[src/include/dcfl_cfg.svh]
// Constants for the digitizer lower control field decoder.
// Assumes inclusion by name from the include folder.
// Notes on behaviour
// - Run bit low: halt, keep word, outputs off
// - Run bit high: run, clock out, outputs on
// - Standard code: 000, 001 NTSC, 100 PAL
// - Source code: 00 one, 01 two, 1x three
// - Gain bit: low unity, high 1.5X
// - Fine phase is five-bit two's complement
// - Fine phase zero means no sub-pixel shift
// - Coarse byte shifts syncs -123 to +132 cycles
// - Coarse zero point 7b, above delays, below advances
// - Select with write moves shift word to control
// - Load lands on next pixel clock rising edge
`ifndef DCFL_CFG_SVH
`define DCFL_CFG_SVH

`define DCFL_WORD_W        47
`define DCFL_RUN_BIT       0
`define DCFL_STD_LSB       1
`define DCFL_STD_MSB       3
`define DCFL_SRC_LSB       7
`define DCFL_SRC_MSB       8
`define DCFL_GAIN_BIT      9
`define DCFL_FINE_LSB      12
`define DCFL_FINE_MSB      16
`define DCFL_COARSE_LSB    17
`define DCFL_COARSE_MSB    24
`define DCFL_COARSE_ZERO   9'h07b
`define DCFL_STD_N1227     3'h0
`define DCFL_STD_N135      3'h1
`define DCFL_STD_P135      3'h4
`define DCFL_CTRL_RESET    47'h0
`define DCFL_LINE_N1227    10'h30c
`define DCFL_LINE_N135     10'h35a
`define DCFL_LINE_P135     10'h360
`define DCFL_SYNC_NOMINAL  10'h080

`endif

[src/include/dcfl_pkg.sv]
// Types for the digitizer lower control field decoder.
// Assumes nothing beyond a SystemVerilog compiler.
package dcfl_pkg;

   typedef enum logic [1:0] {
      DCFL_STD_NTSC_1227,
      DCFL_STD_NTSC_135,
      DCFL_STD_PAL_135,
      DCFL_STD_RESERVED
   } dcfl_std_t;

   typedef enum logic {
      DCFL_HALT,
      DCFL_RUN
   } dcfl_state_t;

   typedef enum logic [1:0] {
      DCFL_OP_SHIFT_IN,
      DCFL_OP_READ,
      DCFL_OP_TRANSFER,
      DCFL_OP_STATUS
   } dcfl_op_t;

endpackage : dcfl_pkg

[src/hw/dcfl_shift_port.sv]
// Serial port shift register of the control word.
// Assumes port pins are synchronous to sys_clk.
`include "dcfl_cfg.svh"

module dcfl_shift_port #(
   parameter int WORD_W = `DCFL_WORD_W
) (
   input  wire logic              sys_clk,
   input  wire logic              rst_n,
   input  wire logic              shift_in_en,
   input  wire logic              circulate_en,
   input  wire logic              data_in,
   output logic [WORD_W-1:0]      word,
   output logic                   last_stage
);

   // Bit 0 arrives first and ends in position 0
   always_ff @(posedge sys_clk or negedge rst_n) begin
      if (!rst_n) begin
         word <= '0;
      end else if (shift_in_en) begin
         word <= {data_in, word[WORD_W-1:1]};
      end else if (circulate_en) begin
         word <= {word[0], word[WORD_W-1:1]};
      end
   end

   always_ff @(posedge sys_clk or negedge rst_n) begin
      if (!rst_n) begin
         last_stage <= 1'b0;
      end else if (shift_in_en) begin
         last_stage <= word[1];
      end else if (circulate_en) begin
         last_stage <= word[1];
      end else begin
         last_stage <= word[0];
      end
   end

endmodule : dcfl_shift_port

[src/hw/dcfl_control.sv]
// Control word port, field decode and sync timing of the digitizer.
// Assumes sys_clk is the double-rate pixel clock and pins are synchronous.
`include "dcfl_cfg.svh"

module dcfl_control #(
   parameter int WORD_W = `DCFL_WORD_W
) (
   input  wire logic              sys_clk,
   input  wire logic              rst_n,
   input  wire logic              chip_select_n,
   input  wire logic              read_write_n,
   input  wire logic              register_select_line,
   input  wire logic              serial_data_line_in,
   output logic                   serial_data_line_out,
   output logic                   serial_data_line_oe,
   output logic [WORD_W-1:0]      main_control_word,
   output logic                   state_machine_reset,
   output logic                   outputs_enable,
   output logic                   double_rate_pixel_clock_run,
   output logic                   pixel_rate_clock,
   output dcfl_pkg::dcfl_std_t    video_standard,
   output logic [2:0]             input_select,
   output logic                   input_gain_boost,
   output logic signed [4:0]      fine_phase_offset,
   output logic signed [8:0]      coarse_sync_offset,
   output logic                   hsync_out
);

   logic                   cs_prev;
   logic                   cs_fall;
   logic                   cs_rise;
   dcfl_pkg::dcfl_op_t     op;
   logic [WORD_W-1:0]      shift_word;
   logic                   shift_last;
   logic                   load_pending;
   logic                   run_bit;
   dcfl_pkg::dcfl_state_t  state;
   dcfl_pkg::dcfl_state_t  next_state;
   logic [9:0]             pixel_count;
   logic [9:0]             line_len;
   logic [9:0]             sync_pos;
   logic [9:0]             hs_raw;

   function automatic dcfl_pkg::dcfl_std_t decode_std(input logic [2:0] code);
      unique case (code)
         `DCFL_STD_N1227: decode_std = dcfl_pkg::DCFL_STD_NTSC_1227;
         `DCFL_STD_N135:  decode_std = dcfl_pkg::DCFL_STD_NTSC_135;
         `DCFL_STD_P135:  decode_std = dcfl_pkg::DCFL_STD_PAL_135;
         default:         decode_std = dcfl_pkg::DCFL_STD_RESERVED;
      endcase
   endfunction : decode_std

   function automatic logic [9:0] std_line_len(input dcfl_pkg::dcfl_std_t std);
      unique case (std)
         dcfl_pkg::DCFL_STD_NTSC_1227: std_line_len = `DCFL_LINE_N1227;
         dcfl_pkg::DCFL_STD_NTSC_135:  std_line_len = `DCFL_LINE_N135;
         dcfl_pkg::DCFL_STD_PAL_135:   std_line_len = `DCFL_LINE_P135;
         dcfl_pkg::DCFL_STD_RESERVED:  std_line_len = `DCFL_LINE_N135;
      endcase
   endfunction : std_line_len

   // Chip select edges
   always_ff @(posedge sys_clk or negedge rst_n) begin
      if (!rst_n) begin
         cs_prev <= 1'b1;
      end else begin
         cs_prev <= chip_select_n;
      end
   end

   assign cs_fall = cs_prev && !chip_select_n;
   assign cs_rise = !cs_prev && chip_select_n;

   // Select and direction are caught at the falling edge
   always_ff @(posedge sys_clk or negedge rst_n) begin
      if (!rst_n) begin
         op <= dcfl_pkg::DCFL_OP_STATUS;
      end else if (cs_fall) begin
         op <= dcfl_pkg::dcfl_op_t'({register_select_line, read_write_n});
      end
   end

   dcfl_shift_port #(
      .WORD_W (WORD_W)
   ) u_shift (
      .sys_clk      (sys_clk),
      .rst_n        (rst_n),
      .shift_in_en  (cs_rise && op == dcfl_pkg::DCFL_OP_SHIFT_IN),
      .circulate_en (cs_rise && op == dcfl_pkg::DCFL_OP_READ),
      .data_in      (serial_data_line_in),
      .word         (shift_word),
      .last_stage   (shift_last)
   );

   // Read data driven only while a read select is low
   always_ff @(posedge sys_clk or negedge rst_n) begin
      if (!rst_n) begin
         serial_data_line_oe  <= 1'b0;
         serial_data_line_out <= 1'b0;
      end else begin
         serial_data_line_oe  <= !chip_select_n && !cs_fall && !cs_rise
                                 && op == dcfl_pkg::DCFL_OP_READ;
         serial_data_line_out <= shift_last;
      end
   end

   // Pixel-rate clock from the double-rate clock
   always_ff @(posedge sys_clk or negedge rst_n) begin
      if (!rst_n) begin
         pixel_rate_clock <= 1'b0;
      end else if (state == dcfl_pkg::DCFL_RUN) begin
         pixel_rate_clock <= !pixel_rate_clock;
      end else begin
         pixel_rate_clock <= 1'b0;
      end
   end

   // Transfer lands on the first clock edge that sees select high again
   always_comb begin
      load_pending = 1'b0;
      if (cs_rise && op == dcfl_pkg::DCFL_OP_TRANSFER) begin
         load_pending = 1'b1;
      end
   end

   // Halted word keeps its last written contents
   always_ff @(posedge sys_clk or negedge rst_n) begin
      if (!rst_n) begin
         main_control_word <= `DCFL_CTRL_RESET;
      end else if (load_pending) begin
         main_control_word <= shift_word;
      end
   end

   assign run_bit = main_control_word[`DCFL_RUN_BIT];

   always_comb begin
      next_state = state;
      unique case (state)
         dcfl_pkg::DCFL_HALT: if (run_bit) next_state = dcfl_pkg::DCFL_RUN;
         dcfl_pkg::DCFL_RUN:  if (!run_bit) next_state = dcfl_pkg::DCFL_HALT;
      endcase
   end

   always_ff @(posedge sys_clk or negedge rst_n) begin
      if (!rst_n) begin
         state <= dcfl_pkg::DCFL_HALT;
      end else begin
         state <= next_state;
      end
   end

   always_ff @(posedge sys_clk or negedge rst_n) begin
      if (!rst_n) begin
         state_machine_reset         <= 1'b1;
         outputs_enable              <= 1'b0;
         double_rate_pixel_clock_run <= 1'b0;
      end else begin
         state_machine_reset         <= !run_bit;
         outputs_enable              <= run_bit;
         double_rate_pixel_clock_run <= run_bit;
      end
   end

   // Field decode
   always_ff @(posedge sys_clk or negedge rst_n) begin
      if (!rst_n) begin
         video_standard     <= dcfl_pkg::DCFL_STD_NTSC_1227;
         input_select       <= 3'h1;
         input_gain_boost   <= 1'b0;
         fine_phase_offset  <= 5'sh00;
         coarse_sync_offset <= 9'sh000;
      end else begin
         video_standard <= decode_std(
            main_control_word[`DCFL_STD_MSB:`DCFL_STD_LSB]);
         unique case (main_control_word[`DCFL_SRC_MSB:`DCFL_SRC_LSB])
            2'h0:    input_select <= 3'h1;
            2'h1:    input_select <= 3'h2;
            default: input_select <= 3'h4;
         endcase
         input_gain_boost  <= main_control_word[`DCFL_GAIN_BIT];
         fine_phase_offset <= $signed(
            main_control_word[`DCFL_FINE_MSB:`DCFL_FINE_LSB]);
         coarse_sync_offset <= $signed({1'b0,
            main_control_word[`DCFL_COARSE_MSB:`DCFL_COARSE_LSB]})
            - $signed(`DCFL_COARSE_ZERO);
      end
   end

   // Line timing on pixel-rate ticks
   assign line_len = std_line_len(video_standard);

   always_ff @(posedge sys_clk or negedge rst_n) begin
      if (!rst_n) begin
         pixel_count <= 10'h000;
      end else if (state_machine_reset) begin
         pixel_count <= 10'h000;
      end else if (pixel_rate_clock) begin
         if (pixel_count >= line_len - 10'h001) begin
            pixel_count <= 10'h000;
         end else begin
            pixel_count <= pixel_count + 10'h001;
         end
      end
   end

   // Coarse offset moves sync by whole pixel-rate cycles
   assign hs_raw   = `DCFL_SYNC_NOMINAL + 10'(coarse_sync_offset);
   assign sync_pos = (hs_raw >= line_len) ? hs_raw - line_len : hs_raw;

   always_ff @(posedge sys_clk or negedge rst_n) begin
      if (!rst_n) begin
         hsync_out <= 1'b0;
      end else if (!outputs_enable) begin
         hsync_out <= 1'b0;
      end else begin
         hsync_out <= pixel_count == sync_pos;
      end
   end

endmodule : dcfl_control

[config.mk]
export PLATFORM = sky130hd
export DESIGN_NAME = dcfl_control
export DESIGN_NICKNAME = d
export VERILOG_FILES = /design/src/include/dcfl_pkg.sv /design/src/hw/dcfl_shift_port.sv /design/src/hw/dcfl_control.sv
export VERILOG_INCLUDE_DIRS = /design/src /design/src/include
export SDC_FILE = /design/constraint.sdc
export NUM_CORES = 1
export LEC_CHECK = 0
export BUFFER_PORTS_ARGS = -buffer_cell sky130_fd_sc_hd__buf_2
export CAP_MARGIN = 30
export CORE_UTILIZATION = 39
export CTS_CLUSTER_DIAMETER = 120
export DETAILED_ROUTE_END_ITERATION = 12
export PLACE_DENSITY = 0.58
export SLEW_MARGIN = 20
export SYNTH_ARGS = -nofsm -noshare
export SYNTH_HDL_FRONTEND = slang
export SYNTH_SLANG_ARGS = --single-unit
[constraint.sdc]
create_clock -name sys_clk -period 2.5 [get_ports sys_clk]
set_input_delay 0.375 -clock sys_clk [delete_from_list [all_inputs] [get_ports sys_clk]]
set_output_delay 0.375 -clock sys_clk [all_outputs]
set_load 0.01 [all_outputs]
---- After elaboration in Yosys (flattened, before gate mapping) ----
Index checks and enable logic that the tools add are counted.
cells by class
  shift-type cells ........................ 0
  reductions and logical operators ........ 21
  equal/unequal tests ..................... 9
  bitwise operators ....................... 0
  order comparisons ....................... 2
  add/sub/neg operators ................... 5
  divide/modulo/power cells ............... 0
  mux-type cells .......................... 15
  multiply operators ...................... 0
operators with widths
  kind                     count
  $mux W47                 2
  $mux W10                 4
  $pmux W10 S3             1
  $ge A10 B10 Y1           2
  $add A10 B1 Y10 const B  1
  $add A9 B9 Y10 const A   1
  $eq A10 B10 Y1           1
  $sub A10 B1 Y10 const B  1
  $sub A10 B10 Y10         1
  $sub A8 B7 Y9 const B    1
  $logic_and A1 B1 Y1      8
  $eq A2 B1 Y1 const B     3
  $eq A2 B2 Y1 const B     3
  $logic_not A1 Y1         6
  $logic_not A2 Y1         3
  $mux W1                  6
  $pmux W2 S3              1
  $pmux W3 S2              1
  $reduce_bool A2 Y1       2
  $eq A3 B1 Y1 const B     1
  $eq A3 B3 Y1 const B     1
  $logic_not A3 Y1         1
  $reduce_or A2 Y1         1
word-level totals
  memory bits (writable) .................. 0
  latch bits .............................. 0
  memories ................................ 0
  input bits .............................. 6
  bits in read-only memories .............. 0
  output and inout bits ................... 74
  flip-flop bits (word level) ............. 135

---- Longest topological paths before layout ----
Gate-level depths: netlist of run 1.
  depth after elaboration ................. 8
  depth in mapped cells ................... 10
  mapped depth without buffers ............ 10

---- Modules after synthesis ----
Synthesis of run 1 repeated with hierarchy kept, for this count alone.
second synthesis, totals
  cell total of the unflattened synthesis .. 430
  area, all modules ....................... 5929.4 sq um
by module, submodules not included
  module           area each (sq um)  instances  cells each
  dcfl_control     3982.6             1          326
  dcfl_shift_port  1946.9             1          104

---- Worst setup path after synthesis of run 1 ----
OpenSTA, ideal clock, no wires.
  kind .................................... register to register
  start ................................... register video_standard[0]
  end ..................................... register hsync_out
  setup slack ............................. -0.036 ns
  arrival ................................. 2.441 ns
  library setup time ...................... 0.096 ns
  buffers on the path ..................... 0
  clock period less this slack ............ 2.536 ns
  stages on the path, launching flop included .. 9
  required time ........................... 2.404 ns
  path through ............................ dfrtp_1 ha_1 fa_1 xnor2_1 a221o_1 a221o_1 nor4_2 o2111ai_1 nor4_2
between the ends
  cells in the longest elaborated chain, start to end .. 7
RTL lines
  item                                                RTL line             text
  from (decl)                                         dcfl_control.sv:21   output dcfl_pkg::dcfl_std_t video_standard,
  from (signal assigned)                              dcfl_control.sv:168  video_standard <= dcfl_pkg::DCFL_STD_NTSC_1227;
  from (signal assigned)                              dcfl_control.sv:174  video_standard <= decode_std(
  $eq A2 B2 Y1 or $eq A2 B1 Y1 (tied branches)        dcfl_control.sv:54   unique case (std)
  $reduce_or A2 Y1 (no line)                          n/a
  $pmux W10 S3 *                                      dcfl_control.sv:54
  $sub A10 B10 Y10 or $ge A10 B10 Y1 (tied branches)  dcfl_control.sv:209  assign sync_pos = (hs_raw >= line_len) ? hs_raw - line_len : hs_raw;
  $mux W10 *                                          dcfl_control.sv:209
  $eq A10 B10 Y1 *                                    dcfl_control.sv:217  hsync_out <= pixel_count == sync_pos;
  $mux W1 *                                           dcfl_control.sv:214  end else if (!outputs_enable) begin
  to (signal assigned)                                dcfl_control.sv:217
  to (decl)                                           dcfl_control.sv:26   output logic hsync_out
Every way passes the cells marked *; elsewhere a longest branch is shown, timed or not. The select of a mux whose other input is x is not followed.
A chain may end at the register's enable or synchronous reset.

---- Worst setup path after layout of run 1 ----
Ends and elaborated chain as after synthesis.

==> flow_summary_export.csv, run 1 <==
group,metric,value,unit
floorplanning,coreArea,14100,um^2
finish,antennaDiodeCount,0,
drt,drt-wirelength-per-cell,15.4,um
drt,antenna_left,0,
synthesis,mapped_area,5700,um^2
synthesis,synth_seq_area_share,58.9,%
synthesis,ys.flop_type,"dfrtp_1",
place,dpl.cell_count,678,
sta,timing.final.hold_violations,0,
worst_hold_path,min_path_cells,1,
clocking,cts_post_setup_buffers_inserted,0,
drt,total_wirelength,11.0,mm
setup_path,setup.worst_path.start_class,"flip-flop",
sta,rsz0062_at_grt,"yes",
global_route,grt_max_degree,55,
finish,area.growth.synth_to_final,23.3,%
pwr,power_leakage,3.69,nW
setup_path,crit_path_max_incr_delay,0.46,ns
clocking,tritoncts_clock_tree,"built",
finish,layout-drive-gt1-share,30.7,%
global_route,gr-total-overflow,0,
setup_path,critPathBufInv,0,
pwr,powerDensity,783,nW/um^2
worst_hold_path,min-delay-start,"chip_select_n",
worst_hold_path,hold_path.class,"primary input to flip-flop",
synthesis,synth_fp_nets,444,
floorplanning,die_area,15100,um^2
sta,period_utilization,99.3,%
setup_path,crit_chain,"ha_2 -> fa_1 -> xnor2_1 -> a221o_1 -> a221o_1 -> nor4_2 -> o2111ai_1 -> nor4_2",
place,placement.cell_area,6440,um^2
global_route,grt_util_all_layers,16.0,%
sta,final-setup-viol-count,0,
drt,routed.top_layer,"met4",
setup_path,setup.worst_path.class,"flip-flop to flip-flop",
floorplanning,fp-row-count,43,
place,globalplace.congestion,0.830,
place,detailed_place_hpwl,7.67,mm
clocking,clkLatencyLatePin,0.41,ns
finish,final_nets,542,
clocking,number_of_clock_buffers_inserted_by_tritoncts,17,
sta,report.final.slew_viol_count,0,
finish,stdcell_area,7030,um^2
setup_path,cp_data_arrival_time,2.79,ns
drt,route.layer.met1.wl,5.15,mm
sta,timing.final.crit_period,2.48,ns
global_route,vias_in_the_first_global_route,3513,
synthesis,syn-mean-instance-area,13.6,um^2
clocking,cts.sink_count,134,
clocking,clk_path_buf_depth,2,
clocking,cts-root-buf,"clkbuf_16",
drt,drt_first_pass_iters,6,
synthesis,postSynth.asyncResetShare,100,%
drt,met3_length,487,um
global_route,antenna_violations_before_repair,0,
worst_hold_path,worstHoldEndpoint,"cs_prev",
synthesis,synth_largest_area_cell,"dfrtp_1",
setup_path,worst_r2r_endpoint,"hsync_out",
sta,skew,0.0125,ns
pwr,max-vdd-ir-drop,0.513,mV
floorplanning,die_height,123,um
drt,route.vias.total,3599,
setup_path,critPathMaxFanout,3,
clocking,cts_max_level,4,
drt,detailroute.wirelength.met2,5.08,mm
setup_path,setup.worst_path.end_class,"flip-flop",
synthesis,post_synth_inst_count,420,
drt,route.detailed.vias_per_inst,5.06,
setup_path,critPathRequiredTime,2.81,ns
synthesis,synth.top_cell.area_share,56.6,%
setup_path,reg2reg_from,"video_standard[0]",
sta,achievable-frequency,403,MHz
clocking,clk_pin_slew_worst_paths,0.06,ns
flow_run,max-cap-violations,0,
finish,post_route_non_filler_standard_cell_count,711,
synthesis,yosys-top-cells-area,"dfrtp_1, mux2_1, mux2_2",
global_route,grt_pass1_wl,18.3,mm
floorplanning,die_x,123,um
place,port_buf_inserts,79,
drt,detail_route.drc_violations,0,
setup_path,critical-path-top-delay-family,"compound AO/OA/AOI/OAI gates",
synthesis,ys_ff_latch,134,
floorplanning,initial_util,40.4,%
finish,fin_util,49.9,%
drt,drt_iter0_drc,198,
synthesis,yosys.cell_types.count,50,
floorplanning,boundaryPins,80,
setup_path,r2r_setup_slack,0.02,ns
synthesis,synth-edff-count,0,
setup_path,critical-path-slowest-cell,"fa_1",
synthesis,yosys_warnings,0,
status,run_status,"finished, final reports clean",
setup_path,reg2regPathDepth,8,
[worst register-to-register path, delay by kind of cell (launching register included)]
kind	cells	cell delay (ns)
compound gates	3	0.74
fa+ha+maj	2	0.66
simple gates	2	0.44
flops	1	0.41
xor+xnor	1	0.14
[cells in the mapped netlist, types with 7 or more instances]
library cell / n
clkbuf_1: 9
a21o_1: 8
a31oi_1: 8
a21oi_1: 14
mux2_1: 71
ha_1: 17
nand2_1: 13
nor2_1: 14
xnor2_1: 10
nor2b_1: 7
inv_1: 15
dfrtp_1: 129
mux2_2: 22
[how the worst max path moves through the flow]
stage	cells past startpoint	end	slack (ns)	startpoint
3_5_place_dp	8	hsync_out	-0.11	video_standard[0]
2_1_floorplan	8	hsync_out	0.01	video_standard[0]
6_report	8	hsync_out	0.02	video_standard[0]
3_3_place_gp	8	hsync_out	-0.05	video_standard[0]
4_1_cts	8	hsync_out	0.007	video_standard[0]
5_1_grt	8	hsync_out	-0.11	video_standard[0]
[stage by stage]
stage | power, mW | TNS (ns) | hold slack (ns) | setup slack [ns]
final | 5.51 | 0 | 0.109 | 0.0166
after CTS | 5.58 | 0 | 0.0912 | 0.00690
after global routing | 5.76 | -0.111 | 0.0875 | -0.111
after floorplan | 2.88 | 0 | 0.0794 | 0.00968
after detailed placement | 3.15 | -0.108 | 0.345 | -0.108
after global placement | 3.12 | -0.0529 | 0.342 | -0.0529
[per-layer routing]
metal | vias to the layer above | global-route usage (%)
li1 | 1698 | -
met1 | 1807 | 21.8
met2 | 74 | 23.3
met3 | 20 | 4.66
met4 | 0 | 7.47
met5 | - | 0
[logic make-up (layout without fill, tap and decap cells)]
group	after synthesis	in the layout	synth area share, %
buffers and inverters	32	143	2.24
adders and majority gates	18	18	4.08
muxes	95	95	18.7
and+or+nand+nor	65	65	6.50
DFF	134	134	58.9
xor gates and xnor gates	16	16	2.46
AOI/OAI and AO/OA	59	59	7.00
other	1	1	0.0658
[repair_timing]
item,in CTS,in global routing
hold buffers,1,0
gates resized for setup,0,0
pin swaps,2,0
endpoints found under the hold margin,48,0
setup endpoints to repair,1,1
[layout by cell type, fill, tap and decap left out, types with 3 or more instances in the layout]
cell type | synthesis | routed
a21o_1 | 8 | 8
a21oi_1 | 14 | 14
a31oi_1 | 8 | 8
and3_1 | 4 | 4
buf_12 | 0 | 3
buf_2 | 0 | 78
buf_4 | 2 | 13
clkbuf_1 | 9 | 4
clkbuf_16 | 0 | 17
clkbuf_8 | 0 | 3
clkinv_2 | 0 | 4
dfrtp_1 | 129 | 128
dfstp_2 | 5 | 5
ha_1 | 17 | 16
inv_1 | 15 | 15
mux2_1 | 71 | 71
mux2_2 | 22 | 22
nand2_1 | 13 | 13
nand2b_1 | 3 | 3
nand3_1 | 3 | 3
nor2_1 | 14 | 13
nor2b_1 | 7 | 7
o211ai_1 | 5 | 5
o21ai_0 | 4 | 4
o21ai_1 | 4 | 4
or2_2 | 4 | 4
xnor2_1 | 10 | 10
xor2_1 | 6 | 6
[report_power, final]
group	switching [mW]	leakage, nW	internal, mW	total, mW
logic	0.275	1.60	0.275	0.549
clock network	0.862	0.288	1.54	2.40
registers	0.169	1.80	2.38	2.55
total	1.31	3.69	4.20	5.51
[layout make-up]
type | instances | area (um^2)
Fill cell | 1288 | 7070
Multi-Input combinational cell | 254 | 2240
Clock inverter | 8 | 97.6
Clock buffer | 24 | 482
Sequential cell | 134 | 3360
Timing Repair Buffer | 96 | 569
Inverter | 15 | 56.3
Tap cell | 180 | 225
[state kept, by name, summed over array words and instances (netlist names), 2 cells and up]
signal and cells:
u_shift.word 47, fine_phase_offset 5, video_standard 2, pixel_count 10
main_control_word 47, input_select 3, op 2, coarse_sync_offset 9
No activity file was read; power rests on OpenSTA's default activity.
==> run 2, diff against run 1 <==
--- a/config.mk
+++ b/config.mk
@@ -15,4 +15,5 @@
 export SLEW_MARGIN = 20
 export SYNTH_ARGS = -nofsm -noshare
 export SYNTH_HDL_FRONTEND = slang
+export SYNTH_HIERARCHICAL = 1
 export SYNTH_SLANG_ARGS = --single-unit
==> run 2 against run 1 <==
The run now ends with design-rule violations left. Critical endpoint unchanged. Sequential cell count unchanged. Final area increased by 1.3%. Total power increased by 2.4%. Die area increased by 4.0%. Highest routed layer unchanged. First-iteration DRC count decreased by 6.1%. Clock power increased by 4%. Utilization decreased by 1.4 points. Hold slack improved by 0.0040 ns. Synthesized area increased by 4.0%.
==> flow_summary_export.csv, run 2 <==
group,metric,value,unit
status,run_status,"finished with violations",
status,failed_checks,"design-rule violations",
sta,final-setup-viol-count,0,
clocking,cts.sink_count,134,
synthesis,ys_ff_latch,134,
setup_path,reg2reg_from,"video_standard[0]",
floorplanning,fp-row-count,44,
synthesis,post_synth_inst_count,430,
sta,period_utilization,94.2,%
drt,drt-wirelength-per-cell,16.2,um
setup_path,r2r_setup_slack,0.15,ns
setup_path,critical_path.endpoint,"hsync_out",
setup_path,setup.worst_path.start_class,"flip-flop",
sta,tns,0,ns
setup_path,cp_data_arrival_time,2.67,ns
global_route,antenna_violations_before_repair,0,
global_route,grt_max_degree,65,
synthesis,ys.flop_type,"dfrtp_1",
sta,slew_hr,60.6,%
drt,route.vias.total,3614,
setup_path,critPathBufInv,2,
synthesis,synth_seq_area_share,56.7,%
clocking,clk_path_buf_depth,2,
setup_path,critical-path-slowest-cell,"dfrtp_2",
setup_path,reg2regPathDepth,10,
setup_path,setup.worst_path.end_class,"flip-flop",
worst_hold_path,min-delay-start,"chip_select_n",
worst_hold_path,hold_path.class,"primary input to flip-flop",
finish,layout.cells.most_common_list,"dfrtp_1, buf_2, mux2_2, mux2_4, nand2_1",
setup_path,critical_path_depth,10,
synthesis,postSynth.asyncResetShare,100,%
setup_path,critical_path.startpoint,"video_standard[0]",
setup_path,setup.worst_path.class,"flip-flop to flip-flop",
sta,timing.final.crit_period,2.35,ns
synthesis,synth.top_cell.area_share,54.4,%
drt,total_wirelength,11.6,mm
synthesis,synth_commonest_cells,"dfrtp_1, mux2_2, mux2_4, nand2_1, ha_1",
floorplanning,boundaryPins,80,
global_route,grt_util_all_layers,16.2,%
finish,layout-drive-gt1-share,42.6,%
pwr,power_leakage,3.73,nW
place,globalplace.congestion,0.838,
place,dp_slack,0.0918,ns
sta,tightestPinTransition,0.590,ns
flow_run,max-cap-violations,0,
synthesis,synth-edff-count,0,
finish,largestRegisters,"main_control_word (47), u_shift/word (47), pixel_count (10)",
drt,drt_iter0_drc,186,
drt,route.detailed.vias_per_inst,5.05,
clocking,cts_post_setup_buffers_inserted,0,
floorplanning,die_area,15700,um^2
floorplanning,coreArea,14700,um^2
global_route,vias_in_the_first_global_route,3764,
clocking,clkLatencyLatePin,0.41,ns
setup_path,critPathMaxFanout,6,
finish,mostFrequentLayoutCell,"dfrtp_1",
global_route,grt_pass1_wl,19.8,mm
finish,antennaDiodeCount,0,
place,detailed_place_hpwl,7.99,mm
finish,final_nets,542,
pwr,max-vdd-ir-drop,0.482,mV
setup_path,crit_path_max_incr_delay,0.43,ns
clocking,cts_max_level,4,
drt,routed.top_layer,"met4",
sta,finalWorstSetupSlack,0.146,ns
clocking,number_of_clock_buffers_inserted_by_tritoncts,17,
sta,report.final.slew_viol_count,0,
synthesis,synth_fp_nets,454,
sta,timing.final.hold_violations,0,
global_route,gr-total-overflow,0,
drt,met3_length,624,um
synthesis,synth_largest_area_cell,"dfrtp_1",
synthesis,yosys_warnings,6,
drt,drt_first_pass_iters,8,
floorplanning,die_x,125,um
synthesis,synth_most_common_cell,"dfrtp_1",
setup_path,crit_chain,"inv_1 -> nand2_1 -> inv_1 -> ha_1 -> and2b_4 -> nor3_2 -> o21ai_1 -> or3_1 -> a211o_1 -> nor4_2",
floorplanning,initial_util,40.3,%
synthesis,mapped_area,5930,um^2
clocking,tritoncts_clock_tree,"built",
place,port_buf_inserts,79,
sta,rsz0062_at_grt,"no",
drt,detail_route.drc_violations,4,
clocking,clk_pin_slew_worst_paths,0.06,ns
pwr,powerDensity,792,nW/um^2
drt,route.layer.met1.wl,5.52,mm
clocking,cts-root-buf,"clkbuf_16",
sta,achievable-frequency,425,MHz
synthesis,syn-mean-instance-area,13.8,um^2
drt,antenna_left,0,
setup_path,critical-path-top-delay-family,"simple AND/OR/NAND/NOR gates",
setup_path,worst_r2r_endpoint,"hsync_out",
setup_path,critPathRequiredTime,2.81,ns
sta,hold_slack,0.113,ns
finish,area.growth.synth_to_final,20.1,%
synthesis,yosys.cell_types.count,54,
setup_path,path_common_cell,"inv_1",
floorplanning,die_height,125,um
sta,skew,0.00694,ns
synthesis,yosys-top-cells-area,"dfrtp_1, mux2_2, mux2_4",
drt,detailroute.wirelength.met2,5.27,mm
-- run 2: per-layer routing --
metal	vias up	GRT usage, %
li1	1698	-
met1	1809	22.4
met2	87	24.1
met3	20	4.75
met4	0	6.31
met5	-	0
-- run 2: per-stage QoR --
step	util, %	cell area [um^2]	power, mW	instances
floorplan	-	5930	2.95	430
global placement	44.3	6510	3.16	682
detailed placement	44.3	6510	3.18	682
CTS	48.4	7120	5.72	715
global route	48.4	7120	5.90	715
finish	48.4	7120	5.64	715
-- run 2: final cells by class --
type,instances,area [um^2]
fill,1324,7580
sequential,134,3360
multi-input combinational,262,2380
timing repair buffer,89,504
clock buffer,24,472
tap,184,230
clock inverter,8,121
inverter,14,55.1
-- run 2: cell families (layout without fill, tap and decap cells) --
group	count (synthesis)	count (layout)	synth area share, %
buffers and inverters	34	135	3.65
adder cells (fa/ha/maj)	18	18	3.92
flip-flops	134	134	56.7
XOR/XNOR	18	18	2.66
AND/OR/NAND/NOR	76	76	7.22
multiplexers	96	96	20.1
other	1	1	0.0632
AO/OA/AOI/OAI	53	53	5.76
-- run 2: where the power goes --
| group | internal (mW) | switching (mW) | total, mW |
|---|---|---|---|
| Combinational | 0.321 | 0.285 | 0.606 |
| Sequential | 2.37 | 0.162 | 2.53 |
| Clock | 1.62 | 0.884 | 2.50 |
-- run 2: worst min-delay path by stage --
stage,end,slack (ns),cells after the start
2_1_floorplan,coarse_sync_offset[0],0.08,0
3_3_place_gp,serial_data_line_out,0.34,0
3_5_place_dp,serial_data_line_out,0.34,0
4_1_cts,cs_prev,0.09,1
5_1_grt,cs_prev,0.09,1
6_report,cs_prev,0.11,1
-- run 2: repair_timing --
item                                    CTS  global route
endpoints found under the setup margin    0             1
hold buffers                              1             0
resized for setup                         0             3
endpoints found under the hold margin    58             0
-- run 2: worst register-to-register path, delay by kind of cell (launching register included) --
family	cells	cell delay, ns
flip-flops	1	0.43
buffers and inverters	2	0.14
AND/OR/NAND/NOR	5	0.98
adder cells (fa/ha/maj)	1	0.34
AO/OA/AOI/OAI	2	0.38
